===== src/rtl/status_sel_pkg.sv =====
// Shared constants for the drive status output selector
package status_sel_pkg;
	localparam int NUM_TERMS  = 2;
	localparam int NUM_FLAGS  = 14;
	localparam int NUM_EVENTS = 4;
	localparam int VAL_W      = 16;
	localparam int CODE_W     = 6;
	localparam int ADDR_W     = 8;
	localparam int DATA_W     = 32;

	// Register byte addresses
	localparam logic [ADDR_W-1:0] TERM_SEL_ADDR  = 8'h00;
	localparam logic [ADDR_W-1:0] DEV_LIM_ADDR   = 8'h04;
	localparam logic [ADDR_W-1:0] OL_LIM_ADDR    = 8'h08;
	localparam logic [ADDR_W-1:0] VLOSS_ADDR     = 8'h0C;
	localparam logic [ADDR_W-1:0] ILOSS_ADDR     = 8'h10;
	localparam logic [ADDR_W-1:0] PID_LOW_ADDR   = 8'h14;
	localparam logic [ADDR_W-1:0] PID_HIGH_ADDR  = 8'h18;
	localparam logic [ADDR_W-1:0] WDOG_ADDR      = 8'h1C;
	localparam logic [ADDR_W-1:0] LOGIC_OP_ADDR  = 8'h20;
	localparam logic [ADDR_W-1:0] FLAGS_ADDR     = 8'h24;
	localparam logic [ADDR_W-1:0] IRQ_STAT_ADDR  = 8'h28;
	localparam logic [ADDR_W-1:0] IRQ_MASK_ADDR  = 8'h2C;
	localparam logic [ADDR_W-1:0] TERM_OUT_ADDR  = 8'h30;

	// Field positions
	localparam int TERM_SEL_STRIDE = 8;
	localparam int LOGIC_OP_W      = 2;

	// Reset values
	localparam logic [VAL_W-1:0]  VAL_RST  = 16'h0000;
	localparam logic [VAL_W-1:0]  WDOG_RST = 16'h03E8;
	localparam logic [CODE_W-1:0] CODE_RST = 6'h00;

	// Terminal option codes
	localparam logic [CODE_W-1:0] OPT_SPEED_DEV = 6'h16;
	localparam logic [CODE_W-1:0] OPT_POS_DONE  = 6'h17;
	localparam logic [CODE_W-1:0] OPT_OVER_FREQ = 6'h18;
	localparam logic [CODE_W-1:0] OPT_SET_FREQ  = 6'h19;
	localparam logic [CODE_W-1:0] OPT_OVERLOAD2 = 6'h1A;
	localparam logic [CODE_W-1:0] OPT_VLOSS     = 6'h1B;
	localparam logic [CODE_W-1:0] OPT_ILOSS     = 6'h1C;
	localparam logic [CODE_W-1:0] OPT_PID2      = 6'h1F;
	localparam logic [CODE_W-1:0] OPT_NET_TO    = 6'h20;
	localparam logic [CODE_W-1:0] OPT_LOGIC1    = 6'h21;
	localparam logic [CODE_W-1:0] OPT_LOGIC2    = 6'h22;
	localparam logic [CODE_W-1:0] OPT_LOGIC3    = 6'h23;
	localparam logic [CODE_W-1:0] OPT_CAP_LIFE  = 6'h27;
	localparam logic [CODE_W-1:0] OPT_FAN_LIFE  = 6'h28;

	// Flag vector bit positions
	localparam int F_SPEED = 0;
	localparam int F_POS   = 1;
	localparam int F_OFREQ = 2;
	localparam int F_SFREQ = 3;
	localparam int F_OL2   = 4;
	localparam int F_VLOSS = 5;
	localparam int F_ILOSS = 6;
	localparam int F_PID   = 7;
	localparam int F_NET   = 8;
	localparam int F_BOOLEAN_OUTPUT_ONE  = 9;
	localparam int F_CAP   = 12;
	localparam int F_FAN   = 13;

	// Interrupt event bits
	localparam int E_NET = 0;
	localparam int E_CAP = 1;
	localparam int E_FAN = 2;
	localparam int E_PID = 3;

	// Boolean operations
	localparam logic [LOGIC_OP_W-1:0] OP_AND = 2'h0;
	localparam logic [LOGIC_OP_W-1:0] OP_OR  = 2'h1;
	localparam logic [LOGIC_OP_W-1:0] OP_XOR = 2'h2;
endpackage : status_sel_pkg


===== src/rtl/drive_status_output_selector.sv =====
// Status flag generation and output terminal selection for a motor drive
//
// What this block does
// - Speed-deviation flag high while speed difference exceeds limit.
// - Positioning-done flag high once positioning has finished.
// - Over-frequency flag high when output on and at or above setpoint.
// - Setpoint-arrival flag high when output on and equal to setpoint.
// - Overload notice flag high while current exceeds notice threshold.
// - Voltage-input loss flag high while voltage input below threshold.
// - Current-input loss flag high while current input below threshold.
// - PID second-stage flag sets while running with process variable low.
// - PID flag clears above high limit or on stop, else holds.
// - Network flag asserts on watchdog expiry; activity restarts it.
// - Each boolean output follows its configured operation result.
// - Capacitor warning asserts once capacitor lifetime is expired.
// - Fan warning asserts once fan lifetime is expired.
module drive_status_output_selector
	import status_sel_pkg::*;
(
	input  wire logic                 mclk_i,
	input  wire logic                 reset_i,
	input  wire logic                 ce_i,
	input  wire logic [ADDR_W-1:0]    addr_i,
	input  wire logic [DATA_W-1:0]    wdata_i,
	input  wire logic                 wr_i,
	input  wire logic                 rd_i,
	output logic      [DATA_W-1:0]    rdata_o,
	output logic                      irq_o,
	input  wire logic [VAL_W-1:0]     speed_cmd_i,
	input  wire logic [VAL_W-1:0]     speed_act_i,
	input  wire logic                 pos_done_i,
	input  wire logic                 output_on_i,
	input  wire logic [VAL_W-1:0]     freq_out_i,
	input  wire logic [VAL_W-1:0]     freq_set_i,
	input  wire logic [VAL_W-1:0]     out_current_i,
	input  wire logic [VAL_W-1:0]     volt_in_i,
	input  wire logic [VAL_W-1:0]     curr_in_i,
	input  wire logic [VAL_W-1:0]     process_variable_i,
	input  wire logic                 running_i,
	input  wire logic                 comm_activity_i,
	input  wire logic [2:0]           logic_a_i,
	input  wire logic [2:0]           logic_b_i,
	input  wire logic                 cap_expired_i,
	input  wire logic                 fan_expired_i,
	output logic      [NUM_TERMS-1:0] term_o
);

	// Configuration and interrupt status registers
	logic [CODE_W-1:0]       code_ff [NUM_TERMS];
	logic [VAL_W-1:0]        dev_lim_ff;
	logic [VAL_W-1:0]        ol_lim_ff;
	logic [VAL_W-1:0]        vloss_ff;
	logic [VAL_W-1:0]        iloss_ff;
	logic [VAL_W-1:0]        pid_low_ff;
	logic [VAL_W-1:0]        pid_high_ff;
	logic [VAL_W-1:0]        wdog_ff;
	logic [3*LOGIC_OP_W-1:0] logic_op_ff;
	logic [NUM_EVENTS-1:0]   irq_stat_ff;
	logic [NUM_EVENTS-1:0]   irq_mask_ff;

	// Status state
	logic [NUM_FLAGS-1:0]    flags_ff;
	logic [VAL_W-1:0]        wdog_cnt_ff;
	logic                    net_to_ff;
	logic                    pid_ff;

	// Bus decode
	wire wr_sel   = ce_i & wr_i & (addr_i == TERM_SEL_ADDR);
	wire wr_dev   = ce_i & wr_i & (addr_i == DEV_LIM_ADDR);
	wire wr_ol    = ce_i & wr_i & (addr_i == OL_LIM_ADDR);
	wire wr_vloss = ce_i & wr_i & (addr_i == VLOSS_ADDR);
	wire wr_iloss = ce_i & wr_i & (addr_i == ILOSS_ADDR);
	wire wr_plow  = ce_i & wr_i & (addr_i == PID_LOW_ADDR);
	wire wr_phigh = ce_i & wr_i & (addr_i == PID_HIGH_ADDR);
	wire wr_wdog  = ce_i & wr_i & (addr_i == WDOG_ADDR);
	wire wr_lop   = ce_i & wr_i & (addr_i == LOGIC_OP_ADDR);
	wire wr_istat = ce_i & wr_i & (addr_i == IRQ_STAT_ADDR);
	wire wr_imask = ce_i & wr_i & (addr_i == IRQ_MASK_ADDR);

	// Comparisons
	wire [VAL_W-1:0] speed_diff = (speed_cmd_i >= speed_act_i) ?
		VAL_W'(speed_cmd_i - speed_act_i) : VAL_W'(speed_act_i - speed_cmd_i);
	wire speed_dev  = speed_diff > dev_lim_ff;
	wire over_freq  = output_on_i & (freq_out_i >= freq_set_i);
	wire set_freq   = output_on_i & (freq_out_i == freq_set_i);
	wire overload2  = out_current_i > ol_lim_ff;
	wire volt_loss  = volt_in_i < vloss_ff;
	wire curr_loss  = curr_in_i < iloss_ff;
	wire pid_low    = running_i & (process_variable_i < pid_low_ff);
	wire pid_clr    = ~running_i | (process_variable_i > pid_high_ff);
	wire nxt_pid    = pid_clr ? 1'b0 : (pid_low | pid_ff);
	wire wdog_hit   = ~comm_activity_i & (wdog_cnt_ff >= wdog_ff);
	wire nxt_net_to = ~comm_activity_i & (net_to_ff | wdog_hit);

	// Boolean outputs, one per logic function
	wire [2:0] bool_res;
	genvar gl;
	generate
		for (gl = 0; gl < 3; gl++) begin : g_logic
			wire [LOGIC_OP_W-1:0] op =
				logic_op_ff[gl*LOGIC_OP_W +: LOGIC_OP_W];
			assign bool_res[gl] =
				(op == OP_AND) ? (logic_a_i[gl] & logic_b_i[gl]) :
				(op == OP_OR)  ? (logic_a_i[gl] | logic_b_i[gl]) :
				(op == OP_XOR) ? (logic_a_i[gl] ^ logic_b_i[gl]) : 1'b0;
		end
	endgenerate

	wire [NUM_FLAGS-1:0] nxt_flags = {
		fan_expired_i,
		cap_expired_i,
		bool_res,
		nxt_net_to,
		nxt_pid,
		curr_loss,
		volt_loss,
		overload2,
		set_freq,
		over_freq,
		pos_done_i,
		speed_dev
	};

	// Interrupt events on rising flags
	wire [NUM_EVENTS-1:0] events = {
		nxt_pid & ~pid_ff,
		fan_expired_i & ~flags_ff[F_FAN],
		cap_expired_i & ~flags_ff[F_CAP],
		nxt_net_to & ~net_to_ff
	};
	wire [NUM_EVENTS-1:0] stat_clr =
		wr_istat ? wdata_i[NUM_EVENTS-1:0] : '0;
	wire [NUM_EVENTS-1:0] nxt_irq_stat = (irq_stat_ff & ~stat_clr) | events;

	// Terminal selection
	wire [NUM_TERMS-1:0] nxt_term;
	wire [DATA_W-1:0]    sel_rd;
	genvar gt;
	generate
		for (gt = 0; gt < NUM_TERMS; gt++) begin : g_term
			wire [CODE_W-1:0] c = code_ff[gt];
			assign nxt_term[gt] =
				(c == OPT_SPEED_DEV) ? flags_ff[F_SPEED] :
				(c == OPT_POS_DONE)  ? flags_ff[F_POS] :
				(c == OPT_OVER_FREQ) ? flags_ff[F_OFREQ] :
				(c == OPT_SET_FREQ)  ? flags_ff[F_SFREQ] :
				(c == OPT_OVERLOAD2) ? flags_ff[F_OL2] :
				(c == OPT_VLOSS)     ? flags_ff[F_VLOSS] :
				(c == OPT_ILOSS)     ? flags_ff[F_ILOSS] :
				(c == OPT_PID2)      ? flags_ff[F_PID] :
				(c == OPT_NET_TO)    ? flags_ff[F_NET] :
				(c == OPT_LOGIC1)    ? flags_ff[F_BOOLEAN_OUTPUT_ONE] :
				(c == OPT_LOGIC2)    ? flags_ff[F_BOOLEAN_OUTPUT_ONE+1] :
				(c == OPT_LOGIC3)    ? flags_ff[F_BOOLEAN_OUTPUT_ONE+2] :
				(c == OPT_CAP_LIFE)  ? flags_ff[F_CAP] :
				(c == OPT_FAN_LIFE)  ? flags_ff[F_FAN] : 1'b0;
			assign sel_rd[gt*TERM_SEL_STRIDE +: TERM_SEL_STRIDE] =
				TERM_SEL_STRIDE'(c);
		end
		if (NUM_TERMS*TERM_SEL_STRIDE < DATA_W) begin : g_pad
			assign sel_rd[DATA_W-1:NUM_TERMS*TERM_SEL_STRIDE] = '0;
		end
	endgenerate

	// Read mux
	wire [DATA_W-1:0] rd_mux =
		(addr_i == TERM_SEL_ADDR)  ? sel_rd :
		(addr_i == DEV_LIM_ADDR)   ? DATA_W'(dev_lim_ff) :
		(addr_i == OL_LIM_ADDR)    ? DATA_W'(ol_lim_ff) :
		(addr_i == VLOSS_ADDR)     ? DATA_W'(vloss_ff) :
		(addr_i == ILOSS_ADDR)     ? DATA_W'(iloss_ff) :
		(addr_i == PID_LOW_ADDR)   ? DATA_W'(pid_low_ff) :
		(addr_i == PID_HIGH_ADDR)  ? DATA_W'(pid_high_ff) :
		(addr_i == WDOG_ADDR)      ? DATA_W'(wdog_ff) :
		(addr_i == LOGIC_OP_ADDR)  ? DATA_W'(logic_op_ff) :
		(addr_i == FLAGS_ADDR)     ? DATA_W'(flags_ff) :
		(addr_i == IRQ_STAT_ADDR)  ? DATA_W'(irq_stat_ff) :
		(addr_i == IRQ_MASK_ADDR)  ? DATA_W'(irq_mask_ff) :
		(addr_i == TERM_OUT_ADDR)  ? DATA_W'(term_o) : '0;

	// Option code registers
	generate
		for (gt = 0; gt < NUM_TERMS; gt++) begin : g_code
			always_ff @(posedge mclk_i) begin
				if (reset_i) begin
					code_ff[gt] <= CODE_RST;
				end else if (wr_sel) begin
					code_ff[gt] <= wdata_i[gt*TERM_SEL_STRIDE +: CODE_W];
				end
			end
		end
	endgenerate

	// Threshold, logic operation and interrupt mask registers
	always_ff @(posedge mclk_i) begin
		if (reset_i) begin
			dev_lim_ff  <= VAL_RST;
			ol_lim_ff   <= VAL_RST;
			vloss_ff    <= VAL_RST;
			iloss_ff    <= VAL_RST;
			pid_low_ff  <= VAL_RST;
			pid_high_ff <= VAL_RST;
			wdog_ff     <= WDOG_RST;
			logic_op_ff <= '0;
			irq_mask_ff <= '0;
		end else begin
			if (wr_dev)   dev_lim_ff  <= wdata_i[VAL_W-1:0];
			if (wr_ol)    ol_lim_ff   <= wdata_i[VAL_W-1:0];
			if (wr_vloss) vloss_ff    <= wdata_i[VAL_W-1:0];
			if (wr_iloss) iloss_ff    <= wdata_i[VAL_W-1:0];
			if (wr_plow)  pid_low_ff  <= wdata_i[VAL_W-1:0];
			if (wr_phigh) pid_high_ff <= wdata_i[VAL_W-1:0];
			if (wr_wdog)  wdog_ff     <= wdata_i[VAL_W-1:0];
			if (wr_lop)   logic_op_ff <= wdata_i[3*LOGIC_OP_W-1:0];
			if (wr_imask) irq_mask_ff <= wdata_i[NUM_EVENTS-1:0];
		end
	end

	// Watchdog counter, restarted by activity
	always_ff @(posedge mclk_i) begin
		if (reset_i) begin
			wdog_cnt_ff <= VAL_RST;
		end else if (ce_i) begin
			if (comm_activity_i) begin
				wdog_cnt_ff <= VAL_RST;
			end else if (!wdog_hit) begin
				wdog_cnt_ff <= VAL_W'(wdog_cnt_ff + 1'b1);
			end
		end
	end

	// Flags, terminals, interrupt, read data
	always_ff @(posedge mclk_i) begin
		if (reset_i) begin
			flags_ff    <= '0;
			net_to_ff   <= 1'b0;
			pid_ff      <= 1'b0;
			term_o      <= '0;
			irq_stat_ff <= '0;
			irq_o       <= 1'b0;
			rdata_o     <= '0;
		end else if (ce_i) begin
			flags_ff    <= nxt_flags;
			net_to_ff   <= nxt_net_to;
			pid_ff      <= nxt_pid;
			term_o      <= nxt_term;
			irq_stat_ff <= nxt_irq_stat;
			irq_o       <= |(nxt_irq_stat & irq_mask_ff);
			rdata_o     <= rd_i ? rd_mux : '0;
		end
	end

	// Checks
	a_speed_dev_flag: assert property (
		@(posedge mclk_i) disable iff (reset_i)
		ce_i |=> flags_ff[F_SPEED] == $past(speed_dev))
		else $error("speed deviation flag wrong");
	a_pos_done_flag: assert property (
		@(posedge mclk_i) disable iff (reset_i)
		ce_i |=> flags_ff[F_POS] == $past(pos_done_i))
		else $error("positioning flag wrong");
	a_over_freq_off: assert property (
		@(posedge mclk_i) disable iff (reset_i)
		ce_i && !output_on_i
		|=> !flags_ff[F_OFREQ] && !flags_ff[F_SFREQ])
		else $error("arrival flag high with output off");
	a_arrival_on: assert property (
		@(posedge mclk_i) disable iff (reset_i)
		ce_i && output_on_i
		|=> flags_ff[F_OFREQ] == ($past(freq_out_i) >= $past(freq_set_i))
		&& flags_ff[F_SFREQ] == ($past(freq_out_i) == $past(freq_set_i)))
		else $error("arrival flag wrong with output on");
	a_ol_vloss_iloss: assert property (
		@(posedge mclk_i) disable iff (reset_i)
		ce_i |=> flags_ff[F_OL2] == ($past(out_current_i) > $past(ol_lim_ff))
		&& flags_ff[F_VLOSS] == ($past(volt_in_i) < $past(vloss_ff))
		&& flags_ff[F_ILOSS] == ($past(curr_in_i) < $past(iloss_ff)))
		else $error("threshold flag wrong");
	a_pid_set_stage: assert property (
		@(posedge mclk_i) disable iff (reset_i)
		ce_i && running_i && process_variable_i < pid_low_ff
		&& !(process_variable_i > pid_high_ff) |=> flags_ff[F_PID])
		else $error("pid stage not set");
	a_pid_clear_stage: assert property (
		@(posedge mclk_i) disable iff (reset_i)
		ce_i && (!running_i || process_variable_i > pid_high_ff)
		|=> !flags_ff[F_PID])
		else $error("pid stage not cleared");
	a_pid_hold_stage: assert property (
		@(posedge mclk_i) disable iff (reset_i)
		ce_i && running_i && process_variable_i >= pid_low_ff
		&& !(process_variable_i > pid_high_ff)
		|=> flags_ff[F_PID] == $past(flags_ff[F_PID]))
		else $error("pid stage not held");
	a_net_act_clear: assert property (
		@(posedge mclk_i) disable iff (reset_i)
		ce_i && comm_activity_i |=> !flags_ff[F_NET] && wdog_cnt_ff == '0)
		else $error("network flag with activity");
	a_net_expiry: assert property (
		@(posedge mclk_i) disable iff (reset_i)
		ce_i && !comm_activity_i && wdog_cnt_ff >= wdog_ff
		|=> flags_ff[F_NET])
		else $error("network flag missing on expiry");
	a_net_no_early: assert property (
		@(posedge mclk_i) disable iff (reset_i)
		ce_i && !comm_activity_i && wdog_cnt_ff < wdog_ff
		&& !flags_ff[F_NET] |=> !flags_ff[F_NET])
		else $error("network flag before expiry");
	a_wdog_count_up: assert property (
		@(posedge mclk_i) disable iff (reset_i)
		ce_i && !comm_activity_i && wdog_cnt_ff < wdog_ff
		|=> wdog_cnt_ff == $past(wdog_cnt_ff) + 1'b1)
		else $error("watchdog count wrong");
	a_life_warnings: assert property (
		@(posedge mclk_i) disable iff (reset_i)
		ce_i |=> flags_ff[F_CAP] == $past(cap_expired_i)
		&& flags_ff[F_FAN] == $past(fan_expired_i))
		else $error("lifetime warning wrong");
	a_logic_and_op: assert property (
		@(posedge mclk_i) disable iff (reset_i)
		ce_i && logic_op_ff[LOGIC_OP_W-1:0] == OP_AND
		|=> flags_ff[F_BOOLEAN_OUTPUT_ONE] == ($past(logic_a_i[0]) & $past(logic_b_i[0])))
		else $error("boolean output wrong");
	a_logic_or_op: assert property (
		@(posedge mclk_i) disable iff (reset_i)
		ce_i && logic_op_ff[LOGIC_OP_W +: LOGIC_OP_W] == OP_OR
		|=> flags_ff[F_BOOLEAN_OUTPUT_ONE+1]
		== ($past(logic_a_i[1]) | $past(logic_b_i[1])))
		else $error("second boolean output wrong");
	a_logic_xor_op: assert property (
		@(posedge mclk_i) disable iff (reset_i)
		ce_i && logic_op_ff[2*LOGIC_OP_W +: LOGIC_OP_W] == OP_XOR
		|=> flags_ff[F_BOOLEAN_OUTPUT_ONE+2]
		== ($past(logic_a_i[2]) ^ $past(logic_b_i[2])))
		else $error("third boolean output wrong");
	a_term_sel_pid: assert property (
		@(posedge mclk_i) disable iff (reset_i)
		ce_i && code_ff[0] == OPT_PID2
		|=> term_o[0] == $past(flags_ff[F_PID]))
		else $error("terminal selection wrong");
	a_term_sel_net: assert property (
		@(posedge mclk_i) disable iff (reset_i)
		ce_i && code_ff[1] == OPT_NET_TO
		|=> term_o[1] == $past(flags_ff[F_NET]))
		else $error("second terminal selection wrong");
	a_term_no_code: assert property (
		@(posedge mclk_i) disable iff (reset_i)
		ce_i && code_ff[0] == CODE_RST |=> !term_o[0])
		else $error("terminal high with no function");

endmodule : drive_status_output_selector


===== config.mk =====
export PLATFORM = sky130hd
export DESIGN_NAME = drive_status_output_selector
export DESIGN_NICKNAME = d
export VERILOG_FILES = /design/src/rtl/status_sel_pkg.sv /design/src/rtl/drive_status_output_selector.sv
export SDC_FILE = /design/constraint.sdc
export NUM_CORES = 1
export LEC_CHECK = 0
export BUFFER_PORTS_ARGS = -buffer_cell sky130_fd_sc_hd__buf_2
export CAP_MARGIN = 20
export CORE_MARGIN = 3
export CORE_UTILIZATION = 52
export CTS_CLUSTER_SIZE = 20
export DETAILED_ROUTE_END_ITERATION = 10
export GPL_ROUTABILITY_DRIVEN = 0
export PLACE_DENSITY_LB_ADDON = 0.15
export SLEW_MARGIN = 20
export SYNTH_ARGS = -nofsm -noshare
export SYNTH_HDL_FRONTEND = slang
export SYNTH_SLANG_ARGS = --single-unit
export TNS_END_PERCENT = 100

===== constraint.sdc =====
create_clock -name mclk_i -period 3.9 [get_ports mclk_i]
set_clock_uncertainty 0.1 [all_clocks]
set_input_delay 0.195 -clock mclk_i [delete_from_list [all_inputs] [get_ports mclk_i]]
set_output_delay 0.195 -clock mclk_i [all_outputs]
set_load 0.01 [all_outputs]

* Yosys cells after proc, flatten, opt, wreduce, memory -nomap -nowiden
Memories as Yosys holds them, arrays and structs flattened.
Index checks and enable logic that the tools add are counted.
W data, S select, Z words.
** Cells by class
- Muxes and demuxes :: 63
- Equality and inequality tests :: 48
- $add $sub $neg :: 3
- Bitwise logic cells :: 45
- Magnitude comparators :: 9
- Reductions and logical operators :: 6
** Operator list (count)
- $mux W16 :: 12
- $eq A6 B5 Y1 const B :: 16
- $eq A6 B6 Y1 const B :: 12
- $ge A16 B16 Y1 :: 3
- $gt A16 B16 Y1 :: 3
- $lt A16 B16 Y1 :: 3
- $mux W1 :: 43
- $eq A8 B6 Y1 const B :: 5
- $eq A8 B5 Y1 const B :: 4
- $sub A16 B16 Y16 :: 2
- $mux W14 :: 2
- $and A1 B1 Y1 :: 24
- $add A16 B1 Y16 const B :: 1
- $eq A16 B16 Y1 :: 1
- $eq A8 B4 Y1 const B :: 2
- $mux W4 :: 3
- $mux W6 :: 2
- $and A4 B4 Y4 :: 2
- $eq A8 B3 Y1 const B :: 1
- $logic_not A8 Y1 :: 1
- $or A1 B1 Y1 :: 8
- $eq A2 B1 Y1 const B :: 3
- $eq A2 B2 Y1 const B :: 3
- $logic_not A2 Y1 :: 3
- other kinds (8) :: 15
** Word-level totals
- Bits in registers :: 193
- Input port bits :: 185
- Output and inout port bits :: 35
- RAM bits :: 12
- Logic and storage cells :: 192
- Memories :: 1
** Memories
- code_ff :: words 2, width 6, read ports 2, clocked after Yosys merged registers in 0, write ports 2, RTL line drive_status_output_selector.sv:49 : logic [CODE_W-1:0] code_ff [NUM_TERMS];

* Logic depth before layout (Yosys ltp)
Gate-level depths: netlist of run 1.
An unclocked memory read counts as a cell.
- Depth after elaboration :: 16
- Mapped depth :: 19
- Gate-level depth less buffers :: 18

* Least setup slack after synthesis of run 1
Ideal clock, no wire load.
- Kind :: input -> register
- Start point :: input port speed_cmd_i[0]
- End point :: register flags_ff[0]
- Library setup time :: 0.129 ns
- Arrival :: 3.432 ns
- Stages :: 18
- Path slack :: 0.240 ns
- Buffers on the path :: 1
- Data required time :: 3.671 ns
- Path through :: inv_1 ha_1 inv_1 fa_1 a21o_1 a221oi_2 o21ai_0 o211a_2 buf_2 mux2_2 ha_1 nor2b_1 o21a_1 o21a_1 o211ai_1 a21boi_0 o311ai_0 nand2_1
** Between the ends
- Word-level cells in the longest chain between the ends :: 3
- Elaborated cells on any way between the ends :: 5
- Those cells by class :: add/sub (2); order compare (2); mux (1)
** RTL lines
- start, declared :: RTL line drive_status_output_selector.sv:29 : input wire logic [VAL_W-1:0] speed_cmd_i,
- $sub A16 B16 Y16 / $ge A16 B16 Y1 (equally long branches) :: RTL line drive_status_output_selector.sv:82, drive_status_output_selector.sv:81
- $mux W16 * :: RTL line drive_status_output_selector.sv:81 : wire [VAL_W-1:0] speed_diff = (speed_cmd_i >= speed_act_i) ?
- $gt A16 B16 Y1 * :: RTL line drive_status_output_selector.sv:83 : wire speed_dev = speed_diff > dev_lim_ff;
- end signal, assigned :: RTL line drive_status_output_selector.sv:243 : flags_ff <= nxt_flags;
- end, declared :: RTL line drive_status_output_selector.sv:62 : logic [NUM_FLAGS-1:0] flags_ff;
Every way passes the cells marked *; elsewhere a longest branch is shown, timed or not.
A chain may end at the register's enable or synchronous reset.

* Worst setup path after layout of run 1
Same ends and word-level chain as after synthesis.

==> qor.txt, run 1 <==
Outcome -> finished, final reports clean
Rel. slew slack -> 25.22%
Primary FF master, synth -> dfxtp_1
Router iterations before antenna repair -> 6
Drt drc -> 0
Area Overhead vs Synth -> 14.03%
Final Setup Violations -> 0
Worst setup EP type -> flip-flop
Layout cell share with drive strength beyond 1 -> 15.09%
Critical Path Fanout Max -> 11
Fillcell total -> 2371
CP startpoint kind -> primary input
# port buffers -> 187
Sw frac -> 29.70%
Synth cell types -> 78
Worst VDD drop -> 281.6 uV
DRT iter0 DRCs -> 1521
FF/Latch Area -> 3864 um^2
Warnings from Yosys -> 0
Critical path type -> in2reg
Max-slew violation total from the final report -> 0
TritonCTS clock tree -> yes
Remaining antenna violation count -> 0
Static leakage -> 6.206 nW
Setup repair after global routing missed its margin -> no
Die height -> 166.4 um
HP Class -> in2reg
Hold endpoint -> iloss_ff[11]$_SDFFE_PP0P_
Die X-Extent -> 166.4 um
Routed WL per cell -> 19.54 um
Die Area -> 27670 um^2
# Max-Cap Violations -> 0
Skew-Pair Late Insertion Delay -> 0.45 ns
CTS max path bufs -> 2
Sequential fraction of the synthesis area -> 28.89%
Detailed-route via count -> 13.14k
Internal reg-to-reg setup slack -> 0.86 ns
Asr flop ratio synth -> 0%
Mean Syn Cell Area -> 7.861 um^2
DP HPWL -> 32900 um
Cells after synthesis -> 1701
Area contributors post-synth -> dfxtp_1 26%, ha_1 15%, nand2_1 6.3%, a21oi_1 6.3%, inv_1 5.0%
Fin Hold WS -> 0.04099 ns
Leading area contributor after synthesis -> dfxtp_1
Hold_sp -> wdata_i[11]
Sw power -> 1.371 mW
Setup Fix Bufs, Post-CTS -> 0
CTS Root Cell -> clkbuf_16
Clock Pin Slew Worst Setup and Hold Paths -> 0.07 ns
WHS Path Cells -> 3
Yosys top cell area share -> 26.20%
Post-synth EDFFs -> 12
Starting Density -> 52.95%
Vias in the first global route -> 12.04k
IO Count -> 220
First-pass GRT wire length -> 66550 um
Yosys reg bits -> 187
# resized after CTS -> 0
Core Box Area -> 25250 um^2
Setup_tns -> 0 ns
Clock power frac -> 38.4%
PD cells -> 302.9 nW/um^2
Synth top cells by count -> 226 x nand2_1, 178 x inv_1, 175 x dfxtp_1
Worst Max-Slew Pin Slew -> 1.106 ns
CTS Buf Count -> 17
Worst r2r path cells -> 10
WP data arrival -> 3.60 ns
Initial antenna violation count -> 1
Detail-routed via count per cell -> 5.952
Area taken by multi-input logic gates -> 8461 um^2
Clk sinks -> 187
Overflow left after global routing -> 0
Period minus WS final -> 3.372 ns
Part of the cycle the worst path needs -> 86.47%
FP Rows -> 58
Largest net degree at the start of global routing -> 97
Worst EP required -> 4.13 ns
Gr usage total -> 29.86%
Hold violation total from the final report -> 0
Most common cell in the netlist -> nand2_1
Mapped cell area -> 13370 um^2
Gate power share -> 18.7%
Total internal power -> 3.247 mW
Max Clk Rate -> 296.5 MHz
H-tree Lvls -> 4
Post-Route WL -> 43120 um
Reg2Reg Launch Point -> pid_high_ff[3]$_SDFFE_PP0P_
Reg2Reg Capture Point -> irq_o$_SDFFE_PP0P_
Seq pwr share -> 43.0%
Final nets -> 2212
==> sequential cells by signal, indices dropped and copies added, names as in the netlist, 4 cells and up <==
| signal | flops |
|---|---|
| code_ff | 12 |
| dev_lim_ff | 16 |
| flags_ff | 14 |
| iloss_ff | 16 |
| irq_mask_ff | 4 |
| irq_stat_ff | 4 |
| logic_op_ff | 6 |
| ol_lim_ff | 16 |
| pid_high_ff | 16 |
| pid_low_ff | 16 |
| rdata_o | 16 |
| vloss_ff | 16 |
| wdog_cnt_ff | 16 |
| wdog_ff | 16 |
==> power groups by stage <==
stage                     Sequential [mW]  Combinational (mW)  Clock, mW
after global placement               2.03               0.823          0
after floorplan                      2.01               0.577          0
after detailed placement             2.03               0.841          0
after CTS                            1.98               0.855       1.77
final                                1.98               0.863       1.77
after global routing                 1.98               0.963       1.85
==> per-layer routing <==
metal	up-vias	share of wire [%]	wire length [um]	GRT usage, %
li1	6296	-	-	-
met1	6066	43	18610	42.36
met2	692	44	18780	45.55
met3	81	10	4361	5.427
met4	0	3.2	1370	11.08
met5	-	0	0	0
==> worst max-delay path: stages <==
cell and delay (ns):
buf_2 0.11, inv_1 0.05, ha_1 0.16, inv_1 0.05, fa_1 0.38, a21o_1 0.20
a221oi_2 0.27, o21ai_0 0.15, o211a_2 0.34, buf_4 0.19, o31ai_1 0.23, o21ai_1 0.11
xor2_1 0.17, ha_1 0.18, a21o_1 0.17, a21o_1 0.16, a21oi_1 0.14, o21ai_0 0.10
a22oi_1 0.16, nand2_1 0.07
==> how the worst max path moves through the flow <==
stage | startpoint | to | slack, ns | depth (start not counted)
final | speed_cmd_i[0] | flags_ff[0]$_SDFFE_PP0P_ | 0.53 | 20
after global routing | speed_cmd_i[0] | flags_ff[0]$_SDFFE_PP0P_ | 0.30 | 18
after CTS | speed_cmd_i[0] | flags_ff[0]$_SDFFE_PP0P_ | 0.55 | 20
after detailed placement | speed_cmd_i[0] | flags_ff[0]$_SDFFE_PP0P_ | 0.09 | 20
after global placement | speed_cmd_i[0] | flags_ff[0]$_SDFFE_PP0P_ | 0.18 | 20
after floorplan | speed_cmd_i[0] | flags_ff[0]$_SDFFE_PP0P_ | 0.24 | 18
==> stage by stage <==
step / power, mW / setup slack [ns] / utilization [%] / instance area, um^2 / instances
CTS: 4.608 / 0.5498 / 60.32 / 15230 / 2205
global route: 4.798 / 0.3042 / 60.36 / 15240 / 2206
floorplan: 2.583 / 0.2395 / - / 13430 / 1716
global placement: 2.849 / 0.1806 / 57.68 / 14570 / 2165
detailed placement: 2.867 / 0.09341 / 57.68 / 14570 / 2165
finish: 4.618 / 0.5277 / 60.37 / 15250 / 2207
==> placed cells by master (no fill, tap or decap), types with 41 or more instances in the layout <==
master   Yosys  routed
ha_1       163     163
o21ai_0     61      61
nor2_1     124     123
mux2i_1     45      45
a21oi_1    168     168
inv_1      178     178
nand2_1    226     226
dfxtp_1    175     175
nand3_1     42      42
a21o_1      41      41
buf_2       18     186
==> layout make-up <==
| cell class | count | share of cell area [%] |
|---|---|---|
| Clock buffer | 18 | 2.880 |
| Tap cell | 330 | 2.708 |
| Sequential cell | 187 | 25.34 |
| Timing Repair Buffer | 224 | 8.190 |
| Inverter | 178 | 4.382 |
| Antenna cell | 2 | 0.03282 |
| Clock inverter | 14 | 0.9765 |
| Multi-Input combinational cell | 1254 | 55.49 |
==> cells by family (layout without fill, tap and decap cells) <==
family / count (synthesis) / count (layout) / share of synthesized area (%)
simple gates: 544 / 544 / 19.21
compound gates: 453 / 453 / 22.16
buf+inv: 275 / 434 / 8.393
flops: 187 / 187 / 28.89
fa+ha+maj: 165 / 165 / 15.55
mux: 51 / 51 / 4.126
xor+xnor: 25 / 25 / 1.638
other cells: 1 / 18 / 0.02804
==> timing repair <==
item                                   CTS  global route
endpoints found under the hold margin   12             0
setup endpoints to repair                0             0
hold buffers                             8             0
Power figures use the tool's default switching activity.
==> run 2, diff against run 1 <==
Settings changed: REMOVE_ABC_BUFFERS from default to 1.
==> run 2 against run 1 <==
- count of clock-buffer cells in the layout grew 4
- combinational power rose by 1%
- design area is 0.39% higher
- register-to-register slack better by 0.02 ns
- critical path type unchanged
- critical endpoint unchanged
- highest routed layer unchanged
==> qor.txt, run 2 (synthesized netlist as in run 1, its figures left out) <==
Outcome -> finished, final reports clean
Fillcell total -> 2346 (-1.1%)
Reg2Reg Launch Point -> wdog_ff[13]$_SDFFE_PP0P_
Critical path type -> in2reg
Part of the cycle the worst path needs -> 88.21% (+1.7 points)
Routed WL per cell -> 19.63 um (+0.48%)
Largest net degree at the start of global routing -> 57 (-41%)
Clk sinks -> 187 (unchanged)
Worst Max-Slew Pin Slew -> 0.8537 ns (-0.2521 ns)
HP Class -> in2reg
Reg2Reg Capture Point -> wdog_cnt_ff[13]$_SDFFE_PP0P_
Rel. slew slack -> 42.56% (+17 points)
Cts hold-fix bufs -> 6 (-2)
# Max-Cap Violations -> 0 (unchanged)
Setup Fix Bufs, Post-CTS -> 0 (unchanged)
Worst setup EP type -> flip-flop
FP Rows -> 58 (unchanged)
Starting Density -> 52.95% (unchanged)
Initial antenna violation count -> 1 (unchanged)
CTS Buf Count -> 17 (unchanged)
Critical Path Fanout Max -> 6 (-5)
Overflow left after global routing -> 0 (unchanged)
TritonCTS clock tree -> yes
Final Setup Violations -> 0 (unchanged)
Die X-Extent -> 166.4 um (unchanged)
Clock Pin Slew Worst Setup and Hold Paths -> 0.07 ns (about the same)
Worst VDD drop -> 303.9 uV (+7.9%)
H-tree Lvls -> 4 (unchanged)
WHS Path Cells -> 3 (unchanged)
Core Util, Final -> 60.61% (+0.24 points)
Remaining antenna violation count -> 0 (unchanged)
Detailed-route via count -> 13.22k (+0.68%)
Skew-Pair Late Insertion Delay -> 0.44 ns (about the same)
Vias in the first global route -> 12.52k (+4.0%)
Post-Route WL -> 43490 um (+0.85%)
Gr usage total -> 30.33% (+0.47 points)
Detail-routed via count per cell -> 5.970 (+0.31%)
Area Overhead vs Synth -> 14.48%
Post-route insts no fill -> 2215 (+0.36%)
CTS max path bufs -> 2 (unchanged)
Max Clk Rate -> 290.7 MHz (-2.0%)
# port buffers -> 187 (unchanged)
Setup_tns -> 0 ns (unchanged)
Hold_sp -> wdata_i[13]
Hold endpoint -> ol_lim_ff[13]$_SDFFE_PP0P_
Setup repair after global routing missed its margin -> no
Die height -> 166.4 um (unchanged)
IO Count -> 220 (unchanged)
Pwr Total -> 4.642 mW (+0.51%)
Most frequent cells in the layout -> 226 x nand2_1, 186 x buf_2, 178 x inv_1, 175 x dfxtp_1, 168 x a21oi_1
Internal reg-to-reg setup slack -> 0.88 ns (+0.02 ns)
DRT iter0 DRCs -> 1509 (-0.79%)
Hold violation total from the final report -> 0 (unchanged)
Period minus WS final -> 3.440 ns (+0.06794 ns)
Most common cell after layout, fill and taps aside -> nand2_1
Static leakage -> 6.254 nW (+0.77%)
PD cells -> 303.2 nW/um^2 (+0.12%)
Final Worst Setup Slack -> 0.4598 ns (-0.06794 ns)
Layout cell share with drive strength beyond 1 -> 15.45% (+0.35 points)
Core Box Area -> 25250 um^2 (unchanged)
Place WS -> 0.04363 ns (-0.04978 ns)
First-pass GRT wire length -> 67480 um (+1.4%)
Max-slew violation total from the final report -> 0 (unchanged)
CP startpoint kind -> primary input
CTS Root Cell -> clkbuf_16
Drt drc -> 0 (unchanged)
Dpl cells -> 2176 (+0.51%)
Worst r2r path cells -> 9 (-1)
Worst EP required -> 4.10 ns (-0.03 ns)
Final nets -> 2221 (+0.41%)
Router iterations before antenna repair -> 6 (unchanged)
Die Area -> 27670 um^2 (unchanged)
WP data arrival -> 3.65 ns (+0.05 ns)
DP HPWL -> 33260 um (+1.1%)
# resized after CTS -> 0 (unchanged)
[run 2: cell count changes in the layout (fill, tap and decap cells not counted), sizes merged]
cell / delta
inv: -6
diode: -1
buf: +11
bufinv: +1
clkinvlp: +1
dlygate4sd3: -2
clkbuf: +4
[run 2: how the worst max path moves through the flow]
stage | start | to | slack, ns | depth (start not counted)
after global routing | speed_cmd_i[15] | flags_ff[0]$_SDFFE_PP0P_ | 0.31 | 17
after CTS | speed_cmd_i[15] | flags_ff[0]$_SDFFE_PP0P_ | 0.50 | 15
after floorplan | speed_cmd_i[0] | flags_ff[0]$_SDFFE_PP0P_ | 0.28 | 17
after detailed placement | speed_cmd_i[15] | flags_ff[0]$_SDFFE_PP0P_ | 0.04 | 15
final | speed_cmd_i[15] | flags_ff[0]$_SDFFE_PP0P_ | 0.46 | 15
after global placement | speed_cmd_i[15] | flags_ff[0]$_SDFFE_PP0P_ | 0.15 | 15
[run 2: critical path, cell delays in order]
cell	delay [ns]
buf_2	0.10
ha_1	0.29
and2_1	0.18
a2111oi_2	0.58
o211ai_1	0.24
o211a_2	0.38
mux2_2	0.29
ha_1	0.28
nor2b_1	0.13
o21a_1	0.16
o21a_1	0.17
o211ai_1	0.14
a21boi_0	0.10
o311ai_0	0.32
nand2_1	0.09
[run 2: stage by stage]
step,hold slack [ns],cell area (um^2)
global placement,0.3306,14650
detailed placement,0.3447,14650
global route,0.01202,15310
floorplan,0.1641,12970
CTS,0.01959,15300
finish,0.02744,15310
[run 2: layout make-up]
type                       instances  area (um^2)  share of cell area, %
sequential                       187         3864                  25.24
timing repair buffer             233         1311                  8.566
tap                              330        412.9                  2.697
inverter                         178        668.1                  4.365
antenna                            1        2.502                0.01635
clock buffer                      22        484.2                  3.163
clock inverter                    10        111.4                 0.7275
multi-input combinational       1254         8453                  55.22
[run 2: power breakdown]
part | switching, mW | leakage [nW] | internal, mW | total (mW)
clock | 0.768 | 0.293 | 1.01 | 1.78
sequential | 0.0387 | 1.53 | 1.95 | 1.99
combinational | 0.495 | 4.43 | 0.379 | 0.874
total | 1.30 | 6.25 | 3.34 | 4.64
[run 2: metal layers]
layer  vias up  wire length [um]  share of wire (%)  global-route usage, %
li1       6318                 -                  -                      -
met3       121              3689                8.5                  5.451
met1      6119             18280                 42                  40.04
met4         0              1693                3.9                  11.62
met2       666             19820                 46                  49.69
met5         -                 0                  0                      0
